<file path="config.mk">
export PLATFORM = sky130hd
export DESIGN_NAME = cmpdc_top
export DESIGN_NICKNAME = d
export VERILOG_FILES = /design/src/rtl/cmpdc_pkg.sv /design/src/rtl/cmpdc_top.sv
export SDC_FILE = /design/constraint.sdc
export NUM_CORES = 1
export LEC_CHECK = 0
export BUFFER_PORTS_ARGS = -buffer_cell sky130_fd_sc_hd__buf_4
export CAP_MARGIN = 20
export CELL_PAD_IN_SITES_DETAIL_PLACEMENT = 1
export CELL_PAD_IN_SITES_GLOBAL_PLACEMENT = 1
export CORE_ASPECT_RATIO = 1.25
export CORE_UTILIZATION = 43
export DETAILED_ROUTE_END_ITERATION = 8
export GPL_TIMING_DRIVEN = 0
export PLACE_DENSITY_LB_ADDON = 0.1
export SLEW_MARGIN = 0
export SYNTH_ARGS = -nofsm -noshare
export SYNTH_HDL_FRONTEND = slang
export SYNTH_SLANG_ARGS = --single-unit
</file>
<file path="constraint.sdc">
create_clock -name mclk -period 3.4 [get_ports mclk]
set_input_delay 0.34 -clock mclk [delete_from_list [all_inputs] [get_ports mclk]]
set_output_delay 0.34 -clock mclk [all_outputs]
set_load 0.02 [all_outputs]
</file>
<file path="src/rtl/cmpdc_pkg.sv">
// cmpdc_pkg: constants and types for the four-comparator digital control
// assumes: 8-bit register port, 25 MHz mclk, synchronous active-high reset
package cmpdc_pkg;
    localparam int unsigned NUM_CMP = 4;
    // register offsets, comparator n uses base + 2*n
    localparam logic [3:0] OFF_CTRL_A_BASE = 4'h0;
    localparam logic [3:0] OFF_CTRL_B_BASE = 4'h1;
    localparam logic [3:0] OFF_MIRROR = 4'h8;
    localparam logic [3:0] OFF_IRQ_FLAGS = 4'h9;
    // control a field positions
    localparam int unsigned A_ON = 7;
    localparam int unsigned A_OUT = 6;
    localparam int unsigned A_OE = 5;
    localparam int unsigned A_POL = 4;
    localparam int unsigned A_ZLF = 3;
    localparam int unsigned A_SP = 2;
    localparam int unsigned A_HYS = 1;
    localparam int unsigned A_SYNC = 0;
    // control b field positions
    localparam int unsigned B_RISE = 7;
    localparam int unsigned B_FALL = 6;
    localparam int unsigned B_PSEL_LO = 3;
    localparam int unsigned B_NSEL_LO = 0;
    // reset values: speed_select comes up set
    localparam logic [7:0] CTRL_A_RST = 8'h04;
    localparam logic [7:0] CTRL_B_RST = 8'h00;
    // plus and minus selector codes
    localparam logic [2:0] PSEL_PIN0 = 3'h0;
    localparam logic [2:0] PSEL_PIN1 = 3'h1;
    localparam logic [2:0] PSEL_DAC = 3'h5;
    localparam logic [2:0] PSEL_FVR = 3'h6;
    localparam logic [2:0] SEL_GND = 3'h7;
    localparam logic [2:0] NSEL_PIN4 = 3'h4;
    // anti-oscillation hold
    localparam int unsigned ZLF_HOLD_NS = 20;
    localparam int unsigned CLK_PERIOD_NS = 40;
    localparam int unsigned ZLF_HOLD_CYC_RAW = ZLF_HOLD_NS / CLK_PERIOD_NS;
    localparam logic [1:0] ZLF_HOLD_CYC =
        (ZLF_HOLD_CYC_RAW < 1) ? 2'h1 : ZLF_HOLD_CYC_RAW[1:0];

    // analog steering per comparator
    typedef struct packed {
        logic enable;      // powered, inputs connected
        logic [4:0] plus_sel;   // one-hot: pin0, pin1, dac, fvr2, gnd
        logic [5:0] minus_sel;  // one-hot: pins 0..4, gnd
        logic minus_opamp;      // opamp output feeds inverting input
        logic high_speed;
        logic hysteresis;
    } cmpdc_ana_t;

    typedef struct packed {
        logic [NUM_CMP-1:0][7:0] ctrl_a;
        logic [NUM_CMP-1:0][7:0] ctrl_b;
        logic [NUM_CMP-1:0] raw_q;      // first sync stage
        logic [NUM_CMP-1:0] raw_s;      // synchronised compare
        logic [NUM_CMP-1:0] result;     // latched, polarity and filter applied
        logic [NUM_CMP-1:0][1:0] hold;  // filter hold counters
        logic [NUM_CMP-1:0] prev;
        logic [NUM_CMP-1:0] ext;        // output to timer and pin
        logic [NUM_CMP-1:0] irq;
        logic tclk_prev;
        logic [7:0] rdata;
    } cmpdc_state_t;
endpackage

</file>
<file path="src/rtl/cmpdc_top.sv">
// cmpdc_top: digital control of four analog comparators
// assumes: analog compare results arrive as levels, timer clock as a
// level sampled on mclk, register port with read data one cycle later
`timescale 1ns/10ps
`default_nettype none
module cmpdc_top
    import cmpdc_pkg::*;
(
    input wire logic mclk, // clock
    input wire logic rst, // sync reset, active high
    input wire logic ce, // clock enable
    input wire logic [3:0] addr, // register address
    input wire logic [7:0] wdata, // write data
    input wire logic wr_en, // write strobe
    input wire logic rd_en, // read strobe
    output logic [7:0] rdata, // read data, cycle after rd_en
    input wire logic [NUM_CMP-1:0] ana_gt, // plus above minus, per comparator
    input wire logic [NUM_CMP-1:0][4:0] minus_opamp_en, // opamp on minus pin
    input wire logic tmr_clk, // timer clock source level
    input wire logic [NUM_CMP-1:0] pin_dir_in, // direction bit, 1 = input
    input wire logic [NUM_CMP-1:0] pin_analog, // pin set analog
    input wire logic [NUM_CMP-1:0] pin_port_in, // digital pin level
    output logic [NUM_CMP-1:0] pin_port_rd, // port read value
    output logic [NUM_CMP-1:0] pin_out, // output pin level
    output logic [NUM_CMP-1:0] pin_oe, // output pin drive enable
    output logic [NUM_CMP-1:0] tmr_gate, // output toward timer
    output logic [NUM_CMP-1:0] cmp_irq_flag, // sticky flags
    output cmpdc_ana_t [NUM_CMP-1:0] ana_ctrl // analog steering
);
    cmpdc_state_t s_r;
    cmpdc_state_t s_nxt;

    function automatic logic [4:0] plus_decode(input logic [2:0] c);
        case (c)
            PSEL_PIN0: plus_decode = 5'h01;
            PSEL_PIN1: plus_decode = 5'h02;
            PSEL_DAC: plus_decode = 5'h04;
            PSEL_FVR: plus_decode = 5'h08;
            SEL_GND: plus_decode = 5'h10;
            default: plus_decode = 5'h00;
        endcase
    endfunction

    function automatic logic [5:0] minus_decode(input logic [2:0] c);
        if (c <= NSEL_PIN4) begin
            minus_decode = 6'(6'h01 << c);
        end else if (c == SEL_GND) begin
            minus_decode = 6'h20;
        end else begin
            minus_decode = 6'h00;
        end
    endfunction

    function automatic logic is_ctrl(input logic [3:0] a, input logic [3:0] b,
                                     input int unsigned n);
        is_ctrl = (a == 4'(b + 4'(2 * n)));
    endfunction

    logic tclk_fall;
    assign tclk_fall = s_r.tclk_prev && !tmr_clk;

    genvar g;
    generate
        for (g = 0; g < NUM_CMP; g++) begin : g_ana
            logic [2:0] ns;
            assign ns = s_r.ctrl_b[g][B_NSEL_LO +: 3];
            always_comb begin
                ana_ctrl[g].enable = s_r.ctrl_a[g][A_ON];
                ana_ctrl[g].plus_sel = s_r.ctrl_a[g][A_ON] ?
                    plus_decode(s_r.ctrl_b[g][B_PSEL_LO +: 3]) : 5'h00;
                ana_ctrl[g].minus_sel = s_r.ctrl_a[g][A_ON] ?
                    minus_decode(ns) : 6'h00;
                ana_ctrl[g].minus_opamp = s_r.ctrl_a[g][A_ON] &&
                    (ns <= NSEL_PIN4) && minus_opamp_en[g][ns];
                ana_ctrl[g].high_speed = s_r.ctrl_a[g][A_SP];
                ana_ctrl[g].hysteresis = s_r.ctrl_a[g][A_HYS];
            end
        end
    endgenerate

    always_comb begin
        logic v;
        logic cmp;
        v = 1'b0;
        cmp = 1'b0;
        s_nxt = s_r;
        s_nxt.tclk_prev = tmr_clk;
        s_nxt.raw_q = ana_gt;
        s_nxt.raw_s = s_r.raw_q;
        for (int i = 0; i < NUM_CMP; i++) begin
            // disabled comparator reads low before polarity
            cmp = s_r.ctrl_a[i][A_ON] && s_r.raw_s[i];
            v = cmp ^ s_r.ctrl_a[i][A_POL];
            if (s_r.hold[i] != 2'h0) begin
                s_nxt.hold[i] = 2'(s_r.hold[i] - 2'h1);
            end
            if (v != s_r.result[i]) begin
                if (!s_r.ctrl_a[i][A_ZLF] || s_r.hold[i] == 2'h0) begin
                    s_nxt.result[i] = v;
                    s_nxt.hold[i] = ZLF_HOLD_CYC;
                end
            end
            s_nxt.prev[i] = s_r.result[i];
            if (!s_r.ctrl_a[i][A_SYNC] || tclk_fall) begin
                s_nxt.ext[i] = s_nxt.result[i];
            end
            if (wr_en && addr == OFF_IRQ_FLAGS && wdata[i] == 1'b0) begin
                s_nxt.irq[i] = 1'b0;
            end
            // set wins over a clear in the same cycle
            if ((s_r.ctrl_b[i][B_RISE] && s_r.result[i] && !s_r.prev[i]) ||
                (s_r.ctrl_b[i][B_FALL] && !s_r.result[i] && s_r.prev[i])) begin
                s_nxt.irq[i] = 1'b1;
            end
            if (wr_en && is_ctrl(addr, OFF_CTRL_A_BASE, i)) begin
                // result bit is read-only
                s_nxt.ctrl_a[i] = wdata & ~(8'h01 << A_OUT);
            end
            if (wr_en && is_ctrl(addr, OFF_CTRL_B_BASE, i)) begin
                s_nxt.ctrl_b[i] = wdata;
            end
        end
        s_nxt.rdata = 8'h00;
        if (rd_en) begin
            if (addr == OFF_MIRROR) begin
                s_nxt.rdata = {4'h0, s_r.result};
            end else if (addr == OFF_IRQ_FLAGS) begin
                s_nxt.rdata = {4'h0, s_r.irq};
            end
            for (int i = 0; i < NUM_CMP; i++) begin
                if (is_ctrl(addr, OFF_CTRL_A_BASE, i)) begin
                    s_nxt.rdata = s_r.ctrl_a[i] |
                        (8'(s_r.result[i]) << A_OUT);
                end
                if (is_ctrl(addr, OFF_CTRL_B_BASE, i)) begin
                    s_nxt.rdata = s_r.ctrl_b[i];
                end
            end
        end
    end

    always_ff @(posedge mclk) begin
        if (rst) begin
            s_r <= '0;
            for (int i = 0; i < NUM_CMP; i++) begin
                s_r.ctrl_a[i] <= CTRL_A_RST;
                s_r.ctrl_b[i] <= CTRL_B_RST;
            end
        end else if (ce) begin
            s_r <= s_nxt;
        end
    end

    generate
        for (g = 0; g < NUM_CMP; g++) begin : g_pin
            // drive independent of comparator_on
            assign pin_oe[g] = s_r.ctrl_a[g][A_OE] && !pin_dir_in[g];
            assign pin_out[g] = s_r.ctrl_a[g][A_OE] && s_r.ext[g];
            assign pin_port_rd[g] = !pin_analog[g] && pin_port_in[g];
        end
    endgenerate

    assign tmr_gate = s_r.ext;
    assign cmp_irq_flag = s_r.irq;
    assign rdata = s_r.rdata;
endmodule
`default_nettype wire

</file>
==> results.json, run 1 <==
{
  "syn_nets": 730,
  "routedWlPerCell_microns": 20.7,
  "status": "completed",
  "grt_overflow": 0,
  "grt_max_degree": 17,
  "finalPower_mw": 2.68,
  "dp_slack_ns": 1.46,
  "cts-hold-fix-buffers": 0,
  "critPathLaunchType": "flip-flop",
  "ctsResizeCount": 0,
  "crit_type": "reg -> out",
  "ff2ff_path_depth": 4,
  "holdPathEnd": "s_nxt[34]",
  "yosys-top-cells-count": "101 x dfxtp_1, 92 x nor2_1, 78 x mux2i_1",
  "drt-total-wl_microns": 20500,
  "ant_nets": 0,
  "htreeDepth": 3,
  "post_cts_buffers": 0,
  "hold_violations": 0,
  "slew_violations": 0,
  "end_kind": "output pin",
  "grt_first_pass_wirelength_microns": 31200,
  "final.setup.tns_ns": 0,
  "cts_tree": "yes",
  "die_height_microns": 131,
  "clock_latency_ns": 0.35,
  "die_area_sq_um": 13800,
  "rrSetupSlack_ns": 1.87,
  "synth_edf_count": 0,
  "cts.reportedPaths.clkPinSlew_ns": 0.07,
  "rsz0062_at_grt": "false",
  "fin_skew_ns": 0.00694,
  "n_antenna_cell": 0,
  "viasPerCell": 5.68,
  "max_cap_viol_count": 0,
  "async_flop_share": 0,
  "syn_inst": 676,
  "setup_viol": 0,
  "avgSynthCellArea_sq_um": 8.51,
  "hold_path_depth": 3,
  "coreArea_sq_um": 12900,
  "period_share": 0.650,
  "grt_pass1_vias": 5788,
  "place.port_buffers": 130,
  "yosysSeqAreaShare": 0.351,
  "power.density_nw_per_um2": 369,
  "route.detailed.drc": 0,
  "synth_ff_type": "dfxtp_1",
  "hold_start": "ana_gt[1]",
  "crit_fanout": 9,
  "ys_ff_latch": 101,
  "post-synth-top-count-cell": "dfxtp_1",
  "fin_ws_ns": 1.19,
  "drtIter0Drc": 346,
  "fin_crit_ns": 2.21,
  "gp_congestion": 0.910,
  "clock-sinks": 101,
  "initial_core_util": 0.446,
  "ios": 142,
  "dp_hpwl_microns": 15100,
  "cts_max_path_buffers": 2,
  "std_cell_rows": 46,
  "max_slew_margin": 0.459,
  "worstPathArrival_ns": 1.87,
  "timing.rr.end": "s_r[26]",
  "cts_root_buffer": "clkbuf_16",
  "vdd_drop_max_v": 0.000287,
  "fin_nets": 871,
  "area.growth.synth_to_final_pct": 26.4,
  "timing.rr.start": "ana_ctrl[44]",
  "syn_area_sq_um": 5750,
  "max_slew.worst_pin.slew_ns": 0.812,
  "num_vias": 5621,
  "synth_top_area_share": 0.351,
  "cp_data_required_time_ns": 3.06,
  "synthTopCellsByArea": "dfxtp_1 35%, mux2i_1 14%, nor2_1 6.0%",
  "synth.distinct_cells": 57,
  "dieWidth_microns": 105,
  "antenna_found_initial": 0,
  "yosysTopAreaCell": "dfxtp_1",
  "post-route-util": 0.564,
  "yosysWarnings": 0,
  "hold_ws_ns": 0.239,
  "drt_pass1_iterations": 5,
  "power_leakage_nw": 3.18,
  "drive_above_1_share": 0.285,
  "max_freq_ghz": 0.452,
  "hp-class": "in -> reg",
  "cts_buffers": 9,
  "nFillCells": 1582,
  "track_usage": 0.296
}
area by class of cell:
cell class                 count  area [sq um]  area share
timing repair buffer         130           976       0.134
inverter                       9          33.8     0.00464
clock buffer                  11           253      0.0347
clock inverter                 5          82.6      0.0114
tap                          168           210      0.0289
sequential                   101          2020       0.278
buffer                        87           538      0.0740
multi-input combinational    479          3160       0.434
logic make-up (layout without fill, tap and decap cells):
family / Yosys count / count (layout) / synth area share
simple gates: 261 / 261 / 0.243
compound gates: 128 / 128 / 0.136
flops: 101 / 101 / 0.351
buf+inv: 96 / 242 / 0.0994
mux: 82 / 82 / 0.151
xor+xnor: 8 / 8 / 0.0183
worst max path at each step:
| stage | from | to | slack [ns] | depth (start not counted) |
|---|---|---|---|---|
| floorplan | g_ana[1].ns[1] | ana_ctrl[17] | 1.77 | 4 |
| global placement | rst | ana_ctrl[29] | 1.48 | 4 |
| detailed placement | rst | s_nxt[36] | 1.46 | 4 |
| CTS | g_ana[2].ns[0] | ana_ctrl[32] | 1.17 | 5 |
| global route | g_ana[2].ns[0] | ana_ctrl[32] | 1.05 | 5 |
| finish | g_ana[2].ns[0] | ana_ctrl[32] | 1.19 | 5 |
stage by stage:
stage | cell area (sq um) | cells
4_1_cts | 7270 | 990
3_3_place_gp | 6940 | 974
6_report | 7270 | 990
2_1_floorplan | 5750 | 676
5_1_grt | 7270 | 990
3_5_place_dp | 6940 | 974
worst max-delay path: stages (launching register included):
cell and delay [ns]:
dfxtp_1 0.31, clkbuf_1 0.34, mux4_2 0.56, nand2b_1 0.09
a21oi_1 0.06, buf_4 0.16
metal layers:
layer,part of all wire,track usage
met5,0,0
met4,0.049,0.162
met3,0.051,0.0432
met2,0.50,0.527
met1,0.40,0.336
registers in the layout, summed over array words and instances, names as in the netlist:
| signal | count |
|---|---|
| rdata | 8 |
| g_ana.ns | 12 |
| ana_ctrl | 12 |
| cmp_irq_flag | 4 |
| s_r | 53 |
| s_nxt | 8 |
| tmr_gate | 4 |
power breakdown:
| group | internal, mW | total (mW) | switching (mW) |
|---|---|---|---|
| combinational | 0.121 | 0.300 | 0.179 |
| sequential | 1.20 | 1.22 | 0.0162 |
| clock | 0.688 | 1.17 | 0.479 |
| total | 2.01 | 2.68 | 0.674 |
cells in the final DEF (no fill, tap or decap), types with 4 or more instances in the layout:
cell,instances
nor2b_1,15
clkbuf_16,9
buf_6,8
nand3_1,17
a21oi_1,54
a2111oi_0,4
o21bai_1,4
dfxtp_1,101
nand2b_1,13
nand3b_1,12
and2_1,5
clkbuf_1,18
mux2i_1,78
nor2_1,92
nor4b_1,6
o21ai_0,34
nand2_1,44
buf_4,162
inv_1,8
and3b_1,7
buf_2,24
nor3b_1,13
buf_1,4
a311oi_1,6
a31o_2,4
mux4_2,4
o32ai_1,6
nor3_1,20
Note: power is estimated with default switching activity, not from simulation.
==> run 2: changes to the inputs <==
ABC_AREA = 1   (was default)
CORE_UTILIZATION = 37   (was 43)
clock period = 2.28 ns   (was 3.4 ns; I/O delays follow)
==> results.json, run 2 <==
{
  "die_height_microns": 135,
  "synthTopCellsByArea": "dfxtp_1 38%, o21ai_0 9.1%, nand2_1 9.1%",
  "async_flop_share": 0,
  "path_buf_inv": 3,
  "fin_skew_ns": 0.00830,
  "hold_path_depth": 3,
  "dp_hpwl_microns": 15400,
  "power_leakage_nw": 2.97,
  "muxShareOfSynthArea": 0,
  "largest_reg_flops": 53,
  "initial_core_util": 0.379,
  "clock-sinks": 101,
  "ys_ff_latch": 101,
  "synth_fa_ha_area_frac": 0,
  "slew_violations": 0,
  "syn_nets": 837,
  "holdPathEnd": "s_nxt[33]",
  "cts_tree": "yes",
  "syn_inst": 783,
  "synth_ff_type": "dfxtp_1",
  "fin_ws_ns": 0.268,
  "cts.reportedPaths.clkPinSlew_ns": 0.07,
  "max_slew_margin": 0.466,
  "fin_nets": 984,
  "post_cts_buffers": 0,
  "critPathLaunchType": "flip-flop",
  "period_share": 0.882,
  "max_slew.worst_pin.slew_ns": 0.801,
  "grt_first_pass_wirelength_microns": 31400,
  "synth_top_family_by_area": "simple AND/OR/NAND/NOR gates",
  "yosysTopAreaCell": "dfxtp_1",
  "yosysWarnings": 0,
  "routed-wl-met3_microns": 767,
  "area.growth.synth_to_final_pct": 29.3,
  "avgSynthCellArea_sq_um": 6.72,
  "ios": 142,
  "drt_pass1_iterations": 5,
  "track_usage": 0.281,
  "synth_top_area_share": 0.384,
  "drt-total-wl_microns": 20100,
  "ant_nets": 0,
  "post-synth-top-count-cell": "nand2_1",
  "dp.cells": 1094,
  "setup_viol": 0,
  "drtIter0Drc": 281,
  "grt_pass1_vias": 6033,
  "slowest_stage": "dfxtp_1",
  "gp_congestion": 0.897,
  "worstPathArrival_ns": 1.78,
  "hold_violations": 0,
  "synth_edf_count": 0,
  "viasPerCell": 5.30,
  "rrSetupSlack_ns": 0.71,
  "largest_register": "s_r",
  "nFillCells": 1856,
  "cts_root_buffer": "clkbuf_16",
  "crit_type": "reg -> out",
  "yosysSeqAreaShare": 0.384,
  "crit_fanout": 8,
  "route.detailed.drc": 0,
  "ctsResizeCount": 0,
  "end_kind": "output pin",
  "fin_crit_ns": 2.01,
  "n_antenna_cell": 0,
  "max_cap_viol_count": 0,
  "wl_met1_microns": 8220,
  "crit_family": "buffers and inverters",
  "num_vias": 5883,
  "cts_buffers": 9,
  "mostFrequentLayoutCell": "buf_4",
  "timing.rr.start": "ana_ctrl[59]",
  "max_freq_ghz": 0.497,
  "synth_compound_area_frac": 0.210,
  "critPathMaxStageDelay_ns": 0.48,
  "timing.rr.end": "s_r[28]",
  "synth_xor_area_frac": 0.00999,
  "cp_common_cell": "inv_1",
  "synth.distinct_cells": 32,
  "hold_start": "ana_gt[0]",
  "place.port_buffers": 136,
  "antenna_found_initial": 0,
  "cts_max_path_buffers": 2,
  "dieWidth_microns": 109,
  "ff2ff_path_depth": 5,
  "cp_data_required_time_ns": 2.05,
  "drive_above_1_share": 0.228,
  "rsz0062_at_grt": "false",
  "worstPathCellList": "inv_1 -> nor2_1 -> inv_1 -> nor3_1 -> buf_4",
  "coreArea_sq_um": 13900,
  "syn_area_sq_um": 5260,
  "grt_max_degree": 16,
  "hold_ws_ns": 0.100,
  "routedWlPerCell_microns": 18.1,
  "vdd_drop_max_v": 0.000324,
  "power.density_nw_per_um2": 568,
  "die_area_sq_um": 14700,
  "status": "completed",
  "final_cells": 1109,
  "std_cell_rows": 48,
  "clock_latency_ns": 0.35,
  "top_layer": "met4",
  "yosys-top-cells-count": "128 x nand2_1, 101 x dfxtp_1, 96 x o21ai_0",
  "grt_overflow": 0,
  "dp_slack_ns": 0.244,
  "hp-class": "in -> reg",
  "final.setup.tns_ns": 0,
  "layout_common_cells": "165 x buf_4, 128 x nand2_1, 101 x dfxtp_1",
  "route.met2.wl_microns": 10500,
  "cts-hold-fix-buffers": 0,
  "htreeDepth": 3,
  "synthSimpleGateAreaFrac": 0.264
}
[run 2: metrics by stage]
step                      total power [mW]  area (sq um)   util
final                                 3.86          6800  0.490
after global routing                  4.00          6800  0.490
after CTS                             3.87          6800  0.490
after detailed placement              2.31          6500  0.469
after global placement                2.29          6500  0.469
after floorplan                       2.10          5260      -
[run 2: where the power goes]
part           total, mW  switching (mW)  internal, mW  leakage (nW)
combinational      0.430           0.273         0.157          2.01
sequential          1.85          0.0400          1.81         0.820
clock               1.59           0.685         0.902         0.147
[run 2: cell type report]
type	count	area [sq um]	area share
clock buffer	11	253	0.0372
tap	175	219	0.0322
clock inverter	4	47.5	0.00699
inverter	97	364	0.0535
multi-input combinational	530	2550	0.374
timing repair buffer	136	1020	0.150
buffer	55	329	0.0484
sequential	101	2020	0.297
[run 2: how the worst max path moves through the flow]
stage	start	endpoint	depth (start not counted)
finish	ana_ctrl[29]	ana_ctrl[20]	5
global route	ana_ctrl[29]	ana_ctrl[20]	5
CTS	ana_ctrl[29]	ana_ctrl[20]	5
detailed placement	rst	s_r[81]	6
global placement	rst	s_nxt[34]	6
floorplan	ana_ctrl[44]	ana_ctrl[34]	4
[run 2: kinds of logic (layout without fill, tap and decap cells)]
logic type / count (synthesis) / count (layout)
AO/OA/AOI/OAI: 209 / 209
flip-flops: 101 / 101
AND/OR/NAND/NOR: 315 / 315
XOR/XNOR: 6 / 6
buffers and inverters: 152 / 303
[run 2: worst reg2reg max path: stages, from the launching register on]
cell	delay [ns]
dfxtp_1	0.54
nand2_1	0.13
xor2_1	0.24
xor2_1	0.22
nand2_1	0.08
a311oi_1	0.25
[run 2: per-layer routing]
metal,up-vias,GRT usage
met2,176,0.513
met1,2830,0.334
met4,0,0.108
met3,43,0.0274
met5,-,0
li1,2834,-
==> run 3: changes to the inputs <==
==> constraint.sdc (replaced) <==
create_clock -name mclk -period 2.28 [get_ports mclk]
set_input_delay 0.114 -clock mclk [delete_from_list [all_inputs] [get_ports mclk]]
set_output_delay 0.114 -clock mclk [all_outputs]
set_load 0.02 [all_outputs]
==> results.json, run 3 (same netlist as run 2, synthesis figures left out) <==
{
  "postPlaceCellArea_sq_um": 6500,
  "p_switching_mw": 1.00,
  "ant_nets": 0,
  "track_usage": 0.281,
  "seqPwrFrac": 0.477,
  "worstPathArrival_ns": 1.77,
  "routedWlPerCell_microns": 18.1,
  "std_cell_rows": 48,
  "grt_max_degree": 16,
  "cts_root_buffer": "clkbuf_16",
  "rrSetupSlack_ns": 0.71,
  "viasPerCell": 5.28,
  "post_cts_buffers": 0,
  "setup_viol": 0,
  "gp_congestion": 0.897,
  "cts.reportedPaths.clkPinSlew_ns": 0.07,
  "fin_skew_ns": 0.00857,
  "clock_latency_ns": 0.35,
  "fin_crit_ns": 1.89,
  "p_sw_frac": 0.259,
  "grt_first_pass_wirelength_microns": 31400,
  "hp-class": "in -> reg",
  "clock-sinks": 101,
  "max_slew_margin": 0.472,
  "fin_nets": 987,
  "fin_area_sq_um": 6830,
  "htreeDepth": 3,
  "drt_pass1_iterations": 5,
  "end_kind": "output pin",
  "dp_hpwl_microns": 15400,
  "die_area_sq_um": 14700,
  "dieWidth_microns": 109,
  "vdd_drop_max_v": 0.000323,
  "crit_type": "reg -> out",
  "crit_fanout": 8,
  "max_cap_viol_count": 0,
  "route.detailed.drc": 0,
  "nFillCells": 1855,
  "p_clk_frac": 0.410,
  "die_height_microns": 135,
  "largest_reg_flops": 53,
  "p_comb_frac": 0.112,
  "grt_overflow": 0,
  "num_vias": 5870,
  "ios": 142,
  "power.density_nw_per_um2": 566,
  "drtIter0Drc": 260,
  "hold_violations": 0,
  "max_freq_ghz": 0.530,
  "critPathLaunchType": "flip-flop",
  "place.port_buffers": 136,
  "internal-power_mw": 2.87,
  "n_antenna_cell": 0,
  "coreArea_sq_um": 13900,
  "period_share": 0.828,
  "initial_core_util": 0.379,
  "cts_tree": "yes",
  "mostFrequentLayoutCell": "buf_4",
  "area.growth.synth_to_final_pct": 29.8,
  "slew_violations": 0,
  "cp_data_required_time_ns": 2.17,
  "drive_above_1_share": 0.227,
  "cts_buffers": 9,
  "drt-total-wl_microns": 20100,
  "antenna_found_initial": 0,
  "power_leakage_nw": 2.99,
  "max_slew.worst_pin.slew_ns": 0.792,
  "layout_common_cells": "165 x buf_4, 128 x nand2_1, 101 x dfxtp_1",
  "cts_max_path_buffers": 2,
  "status": "completed",
  "largest_register": "s_r",
  "final.setup.tns_ns": 0,
  "grt_pass1_vias": 6042,
  "rsz0062_at_grt": "false"
}
run 3: layer usage:
metal	global-route usage	wire, microns
met1	0.334	8330
met2	0.513	10500
met3	0.0274	675
met4	0.108	617
met5	0	0
run 3: path summary, 6_finish.rpt:
kind,startpoint,endpoint,cells past startpoint
worst max-delay path,ana_ctrl[29],ana_ctrl[20],5
worst min-delay path,ana_gt[3],s_nxt[36],3
worst max register to register,ana_ctrl[59],s_r[28],5
worst min register to register,s_r[26],s_r[26],2
run 3: metrics by stage:
step	std cells	hold slack, ns	setup slack [ns]	utilization	power (mW)
5_1_grt	1112	0.0258	0.274	0.492	4.01
2_1_floorplan	783	0.249	1.01	-	2.10
6_report	1112	0.00744	0.393	0.492	3.87
3_3_place_gp	1094	0.338	0.403	0.469	2.29
3_5_place_dp	1094	0.349	0.358	0.469	2.31
4_1_cts	1112	0.00940	0.386	0.492	3.88
run 3: power groups by stage:
stage | Sequential, mW | Combinational [mW] | Clock [mW]
floorplan | 1.87 | 0.231 | 0
finish | 1.85 | 0.434 | 1.59
detailed placement | 1.89 | 0.426 | 0
global route | 1.85 | 0.474 | 1.68
global placement | 1.88 | 0.410 | 0
CTS | 1.85 | 0.432 | 1.60
run 3: final cells by class:
| cell class | count | area, sq um | share of cell area |
|---|---|---|---|
| clock buffer | 11 | 253 | 0.0370 |
| clock inverter | 4 | 47.5 | 0.00696 |
| sequential | 101 | 2020 | 0.296 |
| tap | 175 | 219 | 0.0321 |
| multi-input combinational | 530 | 2550 | 0.373 |
| timing repair buffer | 139 | 1050 | 0.154 |
| inverter | 97 | 364 | 0.0533 |
| buffer | 55 | 329 | 0.0482 |
run 3: what timing repair did:
item	4_1_cts	5_1_grt
endpoints found under the hold margin	3	0
hold buffers	3	0
resized for setup	0	0
run 3: worst max-delay path: stages (launching register included):
cell,delay (ns)
dfxtp_1,0.48
inv_1,0.23
nor2_1,0.21
inv_1,0.12
nor3_1,0.20
buf_4,0.19
